File: config.mk
export PLATFORM = sky130hd
export DESIGN_NAME = sfd_decoder
export DESIGN_NICKNAME = d
export VERILOG_FILES = /design/src/sfd_pkg.sv /design/src/sfd_reg_mem.sv /design/src/sfd_unlock.sv /design/src/sfd_decoder.sv
export VERILOG_INCLUDE_DIRS = /design/src
export SDC_FILE = /design/constraint.sdc
export NUM_CORES = 1
export LEC_CHECK = 0
export BUFFER_PORTS_ARGS = -buffer_cell sky130_fd_sc_hd__buf_2
export CORE_MARGIN = 5
export CORE_UTILIZATION = 30
export CTS_CLUSTER_DIAMETER = 30
export DETAILED_ROUTE_END_ITERATION = 8
export PLACE_DENSITY_LB_ADDON = 0.2
export SLEW_MARGIN = 20
export SYNTH_ARGS = -nofsm -noshare
export SYNTH_HDL_FRONTEND = slang
export SYNTH_HIERARCHICAL = 1
export SYNTH_SLANG_ARGS = --single-unit
File: constraint.sdc
create_clock -name clock -period 8 [get_ports clock]
set_input_delay 0.4 -clock clock [delete_from_list [all_inputs] [get_ports clock]]
set_output_delay 0.4 -clock clock [all_outputs]
set_load 0.01 [all_outputs]
File: src/sfd_params.svh
`ifndef SFD_PARAMS_SVH
`define SFD_PARAMS_SVH

`define SFD_SPACE_BASE 8'h80
`define SFD_ADDR_ADC_CONTROL 8'h80
`define SFD_ADDR_STACK_POINTER 8'h81
`define SFD_ADDR_DATA_POINTER_LOW 8'h82
`define SFD_ADDR_DATA_POINTER_HIGH 8'h83
`define SFD_ADDR_FLASH_ADDRESS_LOW 8'h84
`define SFD_ADDR_FLASH_ADDRESS_HIGH 8'h85
`define SFD_ADDR_FLASH_CTRL_STATUS 8'h86
`define SFD_ADDR_POWER_CONTROL 8'h87
`define SFD_ADDR_TIMER01_CONTROL 8'h88
`define SFD_ADDR_TIMER01_MODE 8'h89
`define SFD_ADDR_TIMER_A_COUNT_LOW 8'h8A
`define SFD_ADDR_TIMER_B_COUNT_LOW 8'h8B
`define SFD_ADDR_TIMER_A_COUNT_HIGH 8'h8C
`define SFD_ADDR_TIMER_B_COUNT_HIGH 8'h8D
`define SFD_ADDR_FLASH_DATA_LOW 8'h8E
`define SFD_ADDR_FLASH_DATA_HIGH 8'h8F
`define SFD_ADDR_UNLOCK_ID 8'hA1
`define SFD_ADDR_WAKE_CONTROL 8'hA9
`define SFD_ADDR_GLOBAL_CONFIG 8'hB1
`define SFD_ADDR_CLOCK_CONFIG 8'hB9
`define SFD_ADDR_SERIAL_CLK_DIV 8'hFB

`define SFD_RST_STACK_POINTER 8'h07
`define SFD_RST_POWER_CONTROL 8'h10
`define SFD_RST_GLOBAL_CONFIG 8'h80
`define SFD_RST_CLOCK_CONFIG 8'h83
`define SFD_RST_ZERO 8'h00

`define SFD_UNLOCK_KEY1 8'h55
`define SFD_UNLOCK_KEY2 8'hAA
`define SFD_SAFE_WINDOW_CYCLES 8'h40
`define SFD_PART_ID_VALUE 8'h3C

`endif

File: src/sfd_pkg.sv
package sfd_pkg;
    typedef enum logic [2:0] {
        SFD_LOCKED = 3'b001,
        SFD_KEY1_SEEN = 3'b010,
        SFD_SAFE = 3'b100
    } sfd_unlock_t;

    typedef enum logic [1:0] {
        SFD_ACC_BYTE = 2'b00,
        SFD_ACC_BIT_WRITE = 2'b01,
        SFD_ACC_BIT_READ = 2'b10
    } sfd_access_t;
endpackage : sfd_pkg

File: src/sfd_reg_mem.sv
`timescale 1ns/1ps
// sixteen general byte registers; read data is registered
module sfd_reg_mem (
    input wire logic clock,
    input wire logic rst,
    input wire logic writeEnable,
    input wire logic [3:0] writeIndex,
    input wire logic [7:0] writeData,
    input wire logic [3:0] readIndex,
    output logic [7:0] readData
);
    `include "sfd_params.svh"
    logic [7:0] store [0:15];

    always_ff @(posedge clock or posedge rst) begin
        if (rst) begin
            for (int i = 0; i < 16; i++) begin
                store[i] <= `SFD_RST_ZERO;
            end
            store[1] <= `SFD_RST_STACK_POINTER;
            store[7] <= `SFD_RST_POWER_CONTROL;
        end else if (writeEnable) begin
            store[writeIndex] <= writeData;
        end
    end

    always_ff @(posedge clock or posedge rst) begin
        if (rst) begin
            readData <= `SFD_RST_ZERO;
        end else begin
            readData <= store[readIndex];
        end
    end
endmodule : sfd_reg_mem

File: src/sfd_unlock.sv
`timescale 1ns/1ps
// two-key unlock sequence opening a bounded safe-mode window
module sfd_unlock (
    input wire logic clock,
    input wire logic rst,
    input wire logic keyWrite,
    input wire logic [7:0] keyData,
    output logic safeMode
);
    import sfd_pkg::*;
    `include "sfd_params.svh"
    sfd_unlock_t state;
    logic [7:0] windowCount;

    always_ff @(posedge clock or posedge rst) begin
        if (rst) begin
            state <= SFD_LOCKED;
            windowCount <= 8'h00;
        end else begin
            case (state)
                SFD_LOCKED: begin
                    if (keyWrite && keyData == `SFD_UNLOCK_KEY1) begin
                        state <= SFD_KEY1_SEEN;
                    end
                end
                SFD_KEY1_SEEN: begin
                    if (keyWrite) begin
                        state <= (keyData == `SFD_UNLOCK_KEY2) ? SFD_SAFE : SFD_LOCKED;
                        windowCount <= `SFD_SAFE_WINDOW_CYCLES;
                    end
                end
                SFD_SAFE: begin
                    // the window closes by itself so a stray write later stays blocked
                    if (windowCount == 8'h01) begin
                        state <= SFD_LOCKED;
                    end
                    windowCount <= windowCount - 8'h01;
                end
                default: state <= SFD_LOCKED;
            endcase
        end
    end

    always_ff @(posedge clock or posedge rst) begin
        if (rst) begin
            safeMode <= 1'b0;
        end else begin
            safeMode <= (state == SFD_SAFE) && (windowCount != 8'h01);
        end
    end
endmodule : sfd_unlock

File: src/sfd_decoder.sv
`timescale 1ns/1ps
module sfd_decoder (
    input wire logic clock,
    input wire logic rst,
    input wire logic accessValid,
    input wire logic directMode,
    input wire sfd_pkg::sfd_access_t accessKind,
    input wire logic writeEnable,
    input wire logic [7:0] address,
    input wire logic [2:0] bitSelect,
    input wire logic [7:0] writeData,
    input wire logic [7:0] flashStatus,
    output logic [7:0] readData,
    output logic readValid,
    output logic [7:0] flashControl,
    output logic flashControlStrobe,
    output logic [7:0] globalConfig,
    output logic [7:0] clockConfig,
    output logic [7:0] wakeControl,
    output logic [7:0] serialClockDivider,
    output logic safeModeActive
);
    import sfd_pkg::*;
    `include "sfd_params.svh"

    function automatic logic bitAddressable(input logic [7:0] addr);
        return addr[2:0] == 3'b000;
    endfunction : bitAddressable

    function automatic logic [7:0] mergeBit(input logic [7:0] old, input logic [2:0] pos,
                                            input logic val);
        logic [7:0] result;
        result = old;
        result[pos] = val;
        return result;
    endfunction : mergeBit

    logic inSpace;
    logic legal;
    logic isBitWrite;
    logic isBitRead;
    logic doWrite;
    logic doRead;
    logic inLowBank;
    logic [7:0] memRead;
    logic [7:0] currentByte;
    logic [7:0] next_byte;
    logic safeMode;
    logic memWrite;
    logic [7:0] readAddr;
    logic [2:0] readBit;
    sfd_access_t readKind;
    logic readPending;

    assign inSpace = address[7] == 1'b1;
    assign isBitWrite = accessKind == SFD_ACC_BIT_WRITE;
    assign isBitRead = accessKind == SFD_ACC_BIT_READ;
    // bit accesses to non-multiple-of-eight addresses are dropped, not remapped
    assign legal = accessValid && directMode && inSpace
                   && (accessKind == SFD_ACC_BYTE || bitAddressable(address));
    assign doWrite = legal && writeEnable && !isBitRead;
    assign doRead = legal && !writeEnable;
    assign inLowBank = address[7:4] == 4'h8;

    // byte currently held at the addressed location, used for bit merges
    always_comb begin
        case (address)
            `SFD_ADDR_GLOBAL_CONFIG: currentByte = globalConfig;
            `SFD_ADDR_CLOCK_CONFIG: currentByte = clockConfig;
            `SFD_ADDR_WAKE_CONTROL: currentByte = wakeControl;
            `SFD_ADDR_SERIAL_CLK_DIV: currentByte = serialClockDivider;
            default: currentByte = memRead;
        endcase
    end

    // bit write merges into the live byte so neighbouring bits stay put
    always_comb begin
        if (isBitWrite) begin
            next_byte = mergeBit(currentByte, bitSelect, writeData[0]);
        end else begin
            next_byte = writeData;
        end
    end

    // the memory read port follows the bus address so bit merges see current data;
    // a bit write must therefore be issued one cycle after the address settles
    assign memWrite = doWrite && inLowBank && address != `SFD_ADDR_FLASH_CTRL_STATUS;

    sfd_reg_mem u_mem (
        .clock(clock),
        .rst(rst),
        .writeEnable(memWrite),
        .writeIndex(address[3:0]),
        .writeData(next_byte),
        .readIndex(address[3:0]),
        .readData(memRead)
    );

    sfd_unlock u_unlock (
        .clock(clock),
        .rst(rst),
        .keyWrite(doWrite && address == `SFD_ADDR_UNLOCK_ID),
        .keyData(writeData),
        .safeMode(safeMode)
    );

    always_ff @(posedge clock or posedge rst) begin
        if (rst) begin
            safeModeActive <= 1'b0;
        end else begin
            safeModeActive <= safeMode;
        end
    end

    // protected configuration; locked writes simply vanish
    always_ff @(posedge clock or posedge rst) begin
        if (rst) begin
            globalConfig <= `SFD_RST_GLOBAL_CONFIG;
            clockConfig <= `SFD_RST_CLOCK_CONFIG;
            wakeControl <= `SFD_RST_ZERO;
        end else if (doWrite && safeMode) begin
            case (address)
                `SFD_ADDR_GLOBAL_CONFIG: globalConfig <= next_byte;
                `SFD_ADDR_CLOCK_CONFIG: clockConfig <= next_byte;
                `SFD_ADDR_WAKE_CONTROL: wakeControl <= next_byte;
                default: ;
            endcase
        end
    end

    // the serial clock divider and slave preload are two names for this one byte
    always_ff @(posedge clock or posedge rst) begin
        if (rst) begin
            serialClockDivider <= `SFD_RST_ZERO;
        end else if (doWrite && address == `SFD_ADDR_SERIAL_CLK_DIV) begin
            serialClockDivider <= next_byte;
        end
    end

    // write side of the shared flash address, held apart from the status input
    always_ff @(posedge clock or posedge rst) begin
        if (rst) begin
            flashControl <= `SFD_RST_ZERO;
            flashControlStrobe <= 1'b0;
        end else begin
            flashControlStrobe <= doWrite && address == `SFD_ADDR_FLASH_CTRL_STATUS;
            if (doWrite && address == `SFD_ADDR_FLASH_CTRL_STATUS) begin
                flashControl <= writeData;
            end
        end
    end

    // read capture: memory data arrive one cycle after the address, so hold the
    // request for one cycle and assemble the answer then
    always_ff @(posedge clock or posedge rst) begin
        if (rst) begin
            readPending <= 1'b0;
            readAddr <= 8'h00;
            readBit <= 3'b000;
            readKind <= SFD_ACC_BYTE;
        end else begin
            readPending <= doRead;
            if (doRead) begin
                readAddr <= address;
                readBit <= bitSelect;
                readKind <= accessKind;
            end
        end
    end

    logic [7:0] readByte;
    always_comb begin
        case (readAddr)
            `SFD_ADDR_FLASH_CTRL_STATUS: readByte = flashStatus;
            `SFD_ADDR_UNLOCK_ID: readByte = `SFD_PART_ID_VALUE;
            `SFD_ADDR_GLOBAL_CONFIG: readByte = globalConfig;
            `SFD_ADDR_CLOCK_CONFIG: readByte = clockConfig;
            `SFD_ADDR_WAKE_CONTROL: readByte = wakeControl;
            `SFD_ADDR_SERIAL_CLK_DIV: readByte = serialClockDivider;
            default: begin
                if (readAddr[7:4] == 4'h8) begin
                    readByte = memRead;
                end else begin
                    readByte = 8'h00;
                end
            end
        endcase
    end

    always_ff @(posedge clock or posedge rst) begin
        if (rst) begin
            readData <= 8'h00;
            readValid <= 1'b0;
        end else begin
            readValid <= readPending;
            if (readPending) begin
                if (readKind == SFD_ACC_BIT_READ) begin
                    readData <= {7'b0000000, readByte[readBit]};
                end else begin
                    readData <= readByte;
                end
            end
        end
    end
endmodule : sfd_decoder

==> impl_metrics.json, run 1 <==
{
  "synth_area_leaders": "dfrtp_1 (49%), mux2_2 (17%), mux4_1 (4.8%), mux4_2 (2.8%), dfstp_2 (2.3%)",
  "wl_met2_um": 13800,
  "worst_pin_slew_ps": 1070,
  "report.final.hold_viol_count": 0,
  "area_growth_pct": 27.4,
  "grt_pass1_wl_um": 45600,
  "drt_pre_antenna_iters": 5,
  "postCtsHoldBufs": 1,
  "clk_pin_slew_ps": 40,
  "finalPower_uw": 3710,
  "min_from": "accessKind[1]",
  "synth-edff-count": 0,
  "insertion_delay_ps": 550,
  "grt_pass1_vias": 7475,
  "setup_viol": 0,
  "ctsResizeCount": 0,
  "syn_inst": 800,
  "fmax_mhz": 337,
  "cts.sinks": 213,
  "ys_types": 73,
  "drive_above_1_share": 0.428,
  "dieWidth_um": 196,
  "clockBufferDepth": 3,
  "drv_cap": 0,
  "synth_flop_cell": "dfrtp_1",
  "wl_per_cell_um": 20.9,
  "yosys_register_bits": 213,
  "htree_levels": 2,
  "grt_start_max_net_pins": 72,
  "grt.total_usage": 0.151,
  "final_cell_mix": "dfrtp_1 (204), mux2_2 (154), buf_2 (84)",
  "max-vdd-ir-drop_mv": 0.171,
  "synth_seq_area_share": 0.512,
  "r2r.worst_path.cells": 5,
  "start_kind": "input port",
  "cts_tree": "yes",
  "yosys.area.top_type": "dfrtp_1",
  "drcViolationCount": 0,
  "num_vias": 7174,
  "routed-wl-met3_um": 1560,
  "ant_nets": 0,
  "via_per_inst": 5.10,
  "finClkSkew_ps": 10.6,
  "io-pin-count": 85,
  "p_per_area_mw_per_mm2": 279,
  "leakage_uw": 0.00626,
  "place.gp.congestion": 0.855,
  "setup-tns-final_ps": 0,
  "ys.warnings.count": 6,
  "dr.max_layer_used": "met4",
  "start_util": 0.302,
  "root_buffer": "clkbuf_16",
  "layout_commonest_cell": "dfrtp_1",
  "rsz0062_at_grt": "no",
  "min_period_over_period": 0.371,
  "num_rows": 68,
  "wl_met1_um": 13400,
  "arrival_ps": 3390,
  "grt-ovfl-total": 0,
  "r2r_start": "readAddr[3]$_DFFE_PP0P_",
  "outcome": "completed",
  "wl_um": 29400,
  "cts_made_buffers": 52,
  "postCtsSetupRepairBufs": 0,
  "holdPathStages": 2,
  "fin_area_sq_mm": 0.0133,
  "antenna_found_initial": 1,
  "port_buffers": 84,
  "core_sq_mm": 0.0345,
  "netlist_area_sq_mm": 0.0104,
  "slew_headroom": 0.285,
  "async_flop_share": 1.00,
  "die_height_um": 196,
  "fin_nets": 946,
  "required_ps": 8430,
  "place_hpwl_um": 19500,
  "end_kind": "register",
  "first_iter_violations": 458,
  "postPlaceCellArea_sq_mm": 0.0113,
  "diodes": 0,
  "min_path_type": "in2reg",
  "crit_start": "address[1]",
  "crit_fanout": 45,
  "avgSynthCellArea_sq_um": 13.0,
  "crit_type": "in2reg",
  "yosys.area.top_type_share": 0.490,
  "die_area_sq_mm": 0.0386,
  "slew_violations": 0,
  "syn_nets": 836,
  "fin_crit_ps": 2970
}
==> layout make-up <==
| cell class | count | area (sq um) |
|---|---|---|
| clock buffer | 62 | 1420 |
| fill | 3296 | 21200 |
| inverter | 20 | 80.1 |
| multi-input combinational | 525 | 4800 |
| tap | 455 | 569 |
| timing repair buffer | 98 | 528 |
| sequential | 213 | 5340 |
| clock inverter | 34 | 548 |
==> power by group <==
group	switching, uW	total (uW)	internal, uW
clock	659	2330	1670
combinational	136	221	85.0
sequential	40.3	1160	1120
==> state kept, by name (all words and copies together) (netlist names) <==
register and count:
readPending 1, safeModeActive 1, flashControl 8, serialClockDivider 8, flashControlStrobe 1, clockConfig 8
u_unlock/safeMode 1, readAddr 8, readValid 1, u_unlock/windowCount 8, readBit 3, readData 8
u_unlock/state 3, globalConfig 8, wakeControl 8, u_mem/readData 8, readKind 2, u_mem/store 128
==> through the flow <==
step	setup slack, ps	utilization	std cells	hold WS, ps
3_3_place_gp	4390	0.328	1309	466
2_1_floorplan	3970	-	800	264
6_report	5030	0.385	1407	153
3_5_place_dp	4360	0.328	1309	473
4_1_cts	4930	0.385	1406	134
5_1_grt	4780	0.385	1407	141
==> routing by layer <==
layer	GRT usage	up-vias
met2	0.243	206
li1	-	3266
met4	0.0460	0
met5	0	-
met1	0.209	3649
met3	0.0282	53
==> Yosys cell counts (9+ instances only) <==
library cell and n:
mux4_1 19, clkbuf_1 13, buf_2 17, o21ai_0 39, nor2_2 11, nand2b_1 13
a22oi_1 16, inv_1 20, mux2i_1 11, nor2_1 31, nand3_1 12, dfstp_2 9
mux4_2 13, mux2_2 154, nand2_1 61, a21oi_1 12, dfrtp_1 204
==> critical path, stage by stage <==
cell and delay [ps]:
buf_2 100, buf_4 310, o32ai_1 340, nand4_1 330, nor2_4 330, nand2_1 80
nor2_1 280, nor3b_2 320, nand3b_1 460, mux2_2 440
==> worst paths after layout <==
path                                                  endpoint  slack (ps)
setup / recovery                  u_mem/store[108]$_DFFE_PP0P_        5030
hold / removal                         readKind[1]$_DFFE_PP0P_         150
setup reg to reg                       readData[0]$_DFFE_PP0P_        5300
hold reg to reg            u_unlock/windowCount[7]$_DFFE_PP0P_         470
max in group asynchronous          u_mem/store[10]$_DFFE_PP0P_        6140
min in group asynchronous  u_unlock/windowCount[7]$_DFFE_PP0P_         490
==> cells by family after synthesis <==
family	Yosys count	share of synthesized area
AOI/OAI and AO/OA	134	0.0909
muxes	197	0.253
DFF	213	0.512
buffers and inverters	62	0.0322
adders and majority gates	2	0.00240
and+or+nand+nor	192	0.109
Note: power is estimated with default switching activity, not from simulation.
==> run 2, diff against run 1 <==
==> constraint.sdc (replaced) <==
create_clock -name clock -period 3 [get_ports clock]
set_input_delay 0.15 -clock clock [delete_from_list [all_inputs] [get_ports clock]]
set_output_delay 0.15 -clock clock [all_outputs]
set_load 0.01 [all_outputs]
==> impl_metrics.json, run 2 (same netlist as run 1, synthesis figures left out) <==
{
  "place_hpwl_um": 20200,
  "min_from": "address[3]",
  "finalPower_uw": 9660,
  "dieWidth_um": 196,
  "crit_fanout": 8,
  "start_kind": "input port",
  "min_period_over_period": 0.908,
  "num_vias": 7301,
  "outcome": "completed",
  "hold_end": "readAddr[3]$_DFFE_PP0P_",
  "first_iter_violations": 308,
  "drt_pre_antenna_iters": 5,
  "fin_area_sq_mm": 0.0136,
  "min_path_type": "in2reg",
  "num_rows": 68,
  "layout_commonest_cell": "dfrtp_1",
  "grt_start_max_net_pins": 65,
  "crit_chain": "dlygate4sd3_1 > buf_2 > o32ai_1 > nand4_1 > nor2_4 > buf_4 > nor4b_1 > buf_4 > nand4bb_1 > o311ai_0 > o41ai_1",
  "drive_above_1_share": 0.426,
  "rsz0062_at_grt": "no",
  "die_height_um": 196,
  "r2r_slack_ps": 690,
  "fin_crit_ps": 2720,
  "report.final.hold_viol_count": 0,
  "grt_pass1_wl_um": 47000,
  "ctsResizeCount": 0,
  "die_area_sq_mm": 0.0386,
  "htree_levels": 2,
  "required_ps": 3390,
  "place.gp.congestion": 0.816,
  "core_sq_mm": 0.0345,
  "insertion_delay_ps": 540,
  "wl_per_cell_um": 20.7,
  "clk_pin_slew_ps": 40,
  "grt-ovfl-total": 0,
  "wl_um": 30000,
  "setup_viol": 0,
  "finClkSkew_ps": 12.4,
  "drv_cap": 0,
  "area_growth_pct": 30.0,
  "fin_nets": 985,
  "holdPathStages": 3,
  "slew_headroom": 0.276,
  "arrival_ps": 3120,
  "ant_nets": 0,
  "crit_type": "in2reg",
  "p_per_area_mw_per_mm2": 713,
  "crit_path_top_delay_cell": "dlygate4sd3_1",
  "setup-tns-final_ps": 0,
  "regMostFlops": "u_mem/store",
  "drcViolationCount": 0,
  "slew_violations": 0,
  "crit_start": "address[1]",
  "diodes": 0,
  "max-vdd-ir-drop_mv": 0.431,
  "clockBufferDepth": 3,
  "port_buffers": 84,
  "grt.total_usage": 0.154,
  "critical_path.top_delay_family": "simple AND/OR/NAND/NOR gates",
  "holdWs_ps": 53.4,
  "start_util": 0.302,
  "leakage_uw": 0.00643,
  "io-pin-count": 85,
  "n_fill_cell": 3299,
  "root_buffer": "clkbuf_16",
  "cts_made_buffers": 53,
  "worst_pin_slew_ps": 1090,
  "r2r_start": "readAddr[3]$_DFFE_PP0P_",
  "cts.sinks": 213,
  "end_kind": "register",
  "timing.rr.end": "readData[0]$_DFFE_PP0P_",
  "postPlaceCellArea_sq_mm": 0.0115,
  "cts_tree": "yes",
  "r2r.worst_path.cells": 7,
  "cp.buffers_inverters": 4,
  "crit_top_cell": "buf_4",
  "antenna_found_initial": 1,
  "final_cell_mix": "dfrtp_1 (204), mux2_2 (154), buf_2 (84)",
  "fmax_mhz": 367,
  "via_per_inst": 5.04,
  "slowest_delay_ps": 530,
  "largest_reg_flops": 128,
  "grt_pass1_vias": 7712
}
[run 2: cell types whose count changed in the layout (fill, tap and decap cells not counted), sizes merged]
cell / before / now
clkinv: 16 / 9
clkinvlp: 5 / 2
inv: 20 / 19
bufinv: 13 / 7
buf: 97 / 118
clkbuf: 62 / 82
dlygate4sd3: 1 / 18
[run 2: metrics by stage]
stage | setup slack, ps | std cells | utilization
global placement | 280 | 1331 | 0.333
floorplan | 769 | 800 | -
CTS | 250 | 1448 | 0.393
finish | 277 | 1448 | 0.393
detailed placement | 243 | 1331 | 0.333
global route | 109 | 1448 | 0.393
[run 2: layout make-up]
type / instances / area (sq um) / share of cell area
Multi-Input combinational cell: 525 / 4780 / 0.353
Sequential cell: 213 / 5340 / 0.394
Clock buffer: 82 / 1640 / 0.121
Timing Repair Buffer: 136 / 881 / 0.0650
Tap cell: 455 / 569 / 0.0420
Clock inverter: 17 / 267 / 0.0197
Inverter: 20 / 80.1 / 0.00591
[run 2: repair_timing]
item | CTS | global route
hold buffers | 18 | 0
buffers inserted | 0 | 0
hold endpoints to repair | 97 | 0
[run 2: worst max path at each step]
stage                                     endpoint  slack (ps)  cells after the start
5_1_grt        u_unlock/windowCount[4]$_DFFE_PP0P_         110                     11
6_report       u_unlock/windowCount[4]$_DFFE_PP0P_         280                     11
4_1_cts        u_unlock/windowCount[4]$_DFFE_PP0P_         250                     11
3_3_place_gp   u_unlock/windowCount[4]$_DFFE_PP0P_         280                     10
3_5_place_dp   u_unlock/windowCount[4]$_DFFE_PP0P_         240                     10
2_1_floorplan          u_mem/store[40]$_DFFE_PP0P_         770                      9
[run 2: power breakdown]
part           total (uW)  leakage [uW]  internal (uW)  switching, uW
logic                 628       0.00261            253            375
clock network        5940      0.000941           4290           1650
registers            3090       0.00288           2980            111
[run 2: tightest hold or removal path, cell delays in order]
cell,delay (ps)
buf_2,210
nand2_1,100
o21ai_0,70
[run 2: per-layer routing]
| metal | global-route usage | routed length [um] | up-vias |
|---|---|---|---|
| li1 | - | - | 3353 |
| met1 | 0.216 | 13800 | 3690 |
| met2 | 0.245 | 13800 | 200 |
| met3 | 0.0291 | 1540 | 58 |
| met4 | 0.0478 | 757 | 0 |
| met5 | 0 | 0 | - |
==> run 3, diff against run 2 <==
--- a/config.mk
+++ b/config.mk
@@ -12,7 +12,7 @@
 export CTS_CLUSTER_DIAMETER = 30
 export DETAILED_ROUTE_END_ITERATION = 8
 export PLACE_DENSITY_LB_ADDON = 0.2
-export SLEW_MARGIN = 20
+export RECOVER_POWER = 25
 export SYNTH_ARGS = -nofsm -noshare
 export SYNTH_HDL_FRONTEND = slang
 export SYNTH_HIERARCHICAL = 1
==> impl_metrics.json, run 3 (same netlist as run 1, synthesis figures left out) <==
{
  "final_cell_mix": "dfrtp_1 (204), mux2_2 (154), buf_2 (63)",
  "htree_levels": 2,
  "min_period_over_period": 0.907,
  "crit_start": "address[1]",
  "antenna_found_initial": 1,
  "ant_nets": 0,
  "rsz0062_at_grt": "no",
  "die_height_um": 196,
  "crit_top_cell": "buf_4",
  "setup-tns-final_ps": 0,
  "finalPower_uw": 9640,
  "max-vdd-ir-drop_mv": 0.432,
  "num_rows": 68,
  "slew_violations": 46,
  "core_sq_mm": 0.0345,
  "n_fill_cell": 3317,
  "crit_fanout": 8,
  "grt_busiest_layer": "met2",
  "start_kind": "input port",
  "internal_power_uw": 7510,
  "comb_power_share": 0.064,
  "multi_input_area_sq_mm": 0.00478,
  "cts.sinks": 213,
  "min_path_type": "in2reg",
  "outcome": "complete, but fails checks",
  "report.final.hold_viol_count": 0,
  "switching_power_uw": 2140,
  "timing.rr.end": "readData[0]$_DFFE_PP0P_",
  "setup_viol": 0,
  "leakage_uw": 0.00634,
  "grt-ovfl-total": 0,
  "r2r_slack_ps": 700,
  "gr-usage-met1": 0.216,
  "arrival_ps": 3120,
  "seqPwrFrac": 0.320,
  "worst_pin_slew_ps": 1830,
  "end_kind": "register",
  "place_hpwl_um": 20200,
  "endpoint": "u_unlock/windowCount[4]$_DFFE_PP0P_",
  "register_area_sq_mm": 0.00534,
  "cts_made_buffers": 53,
  "drt_pre_antenna_iters": 5,
  "io-pin-count": 85,
  "place.gp.congestion": 0.816,
  "cp.buffers_inverters": 4,
  "wl_per_cell_um": 20.7,
  "layout_commonest_cell": "dfrtp_1",
  "switching_share": 0.222,
  "regMostFlops": "u_mem/store",
  "root_buffer": "clkbuf_16",
  "insertion_delay_ps": 540,
  "drcViolationCount": 0,
  "use_met3": 0.0291,
  "die_area_sq_mm": 0.0386,
  "cts_tree": "yes",
  "crit_type": "in2reg",
  "ctsResizeCount": 0,
  "port_buffers": 84,
  "fin_nets": 985,
  "clk_pin_slew_ps": 40,
  "r2r_start": "readAddr[3]$_DFFE_PP0P_",
  "clockBufferDepth": 3,
  "crit_chain": "dlygate4sd3_1 > buf_2 > o32ai_1 > nand4_1 > nor2_4 > buf_4 > nor4b_1 > buf_4 > nand4bb_1 > o311ai_0 > o41ai_1",
  "via_per_inst": 5.04,
  "fin_crit_ps": 2720,
  "dieWidth_um": 196,
  "clock_power_share": 0.616,
  "critical_path.top_delay_family": "simple AND/OR/NAND/NOR gates",
  "required_ps": 3400,
  "fmax_mhz": 368,
  "grt.total_usage": 0.154,
  "p_per_area_mw_per_mm2": 714,
  "grt_pass1_vias": 7712,
  "slowest_delay_ps": 530,
  "slew_headroom": -0.219,
  "worst-path-stages": 11,
  "r2r.worst_path.cells": 7,
  "crit_path_top_delay_cell": "dlygate4sd3_1",
  "met2_usage": 0.245,
  "largest_reg_flops": 128,
  "diodes": 0,
  "wl_um": 29900,
  "start_util": 0.302,
  "area_growth_pct": 29.5,
  "grt_start_max_net_pins": 65,
  "violations": "max-capacitance violations, max-slew violations",
  "min_from": "address[3]",
  "first_iter_violations": 299,
  "drv_cap": 1,
  "grt_pass1_wl_um": 47000,
  "finClkSkew_ps": 12.1,
  "drive_above_1_share": 0.404,
  "num_vias": 7304
}
-- run 3: cell types whose count changed in the layout (fill, tap and decap cells not counted) --
cell | before | now
clkbuf_2 | 0 | 1
inv_1 | 18 | 19
buf_12 | 2 | 0
clkbuf_4 | 0 | 1
clkinv_2 | 9 | 8
buf_2 | 84 | 63
clkinvlp_4 | 2 | 1
clkbuf_1 | 11 | 32
clkinvlp_2 | 0 | 1
-- run 3: timing repair --
item                                   CTS  global route
hold buffers                            18             0
endpoints found under the hold margin   97             0
buffers inserted                         0             0
-- run 3: final cells by class --
type                            count  share of cell area
Clock buffer                       82               0.121
Timing Repair Buffer              136              0.0613
Sequential cell                   213               0.396
Inverter                           20             0.00565
Clock inverter                     17              0.0197
Multi-Input combinational cell    525               0.354
Tap cell                          455              0.0422
-- run 3: through the flow --
step / std cells / setup slack (ps) / hold WS (ps) / cell area (sq um) / utilization
finish: 1448 / 280 / 55.4 / 13500 / 0.392
global route: 1448 / 109 / 62.3 / 13500 / 0.392
CTS: 1448 / 250 / 30.1 / 13600 / 0.393
detailed placement: 1331 / 243 / 235 / 11500 / 0.333
global placement: 1331 / 280 / 244 / 11500 / 0.333
floorplan: 800 / 769 / 14.0 / 10400 / -
-- run 3: worst register-to-register path: stages (launching register included) --
cell and delay [ps]:
dfrtp_1 570, nor4bb_2 420, buf_4 220, mux2i_1 200
nor2_1 70, a2111oi_0 400, a2111oi_0 120, a31o_1 200
-- run 3: worst min-delay path by stage --
stage                                                endpoint  slack (ps)  depth (start not counted)
final                                 readAddr[3]$_DFFE_PP0P_          60                          3
after global routing                  readAddr[2]$_DFFE_PP0P_          60                          3
after CTS                             readAddr[3]$_DFFE_PP0P_          30                          3
after detailed placement  u_unlock/windowCount[1]$_DFFE_PP0P_         240                          2
after global placement    u_unlock/windowCount[7]$_DFFE_PP0P_         240                          2
after floorplan                   u_unlock/safeMode$_DFF_PP0_          10                          1
-- run 3: routing by layer --
layer  vias up  share of wire
met5         -              0
met4         0          0.027
met3        65          0.051
met2       202           0.46
met1      3680           0.46
li1       3357              -
-- run 3: power groups by stage --
stage,clock [uW],sequential [uW],combinational [uW]
final,5940,3090,614
after detailed placement,0,3130,616
after floorplan,0,3090,395
after global placement,0,3120,615
after CTS,6050,3080,637
after global routing,6220,3100,681
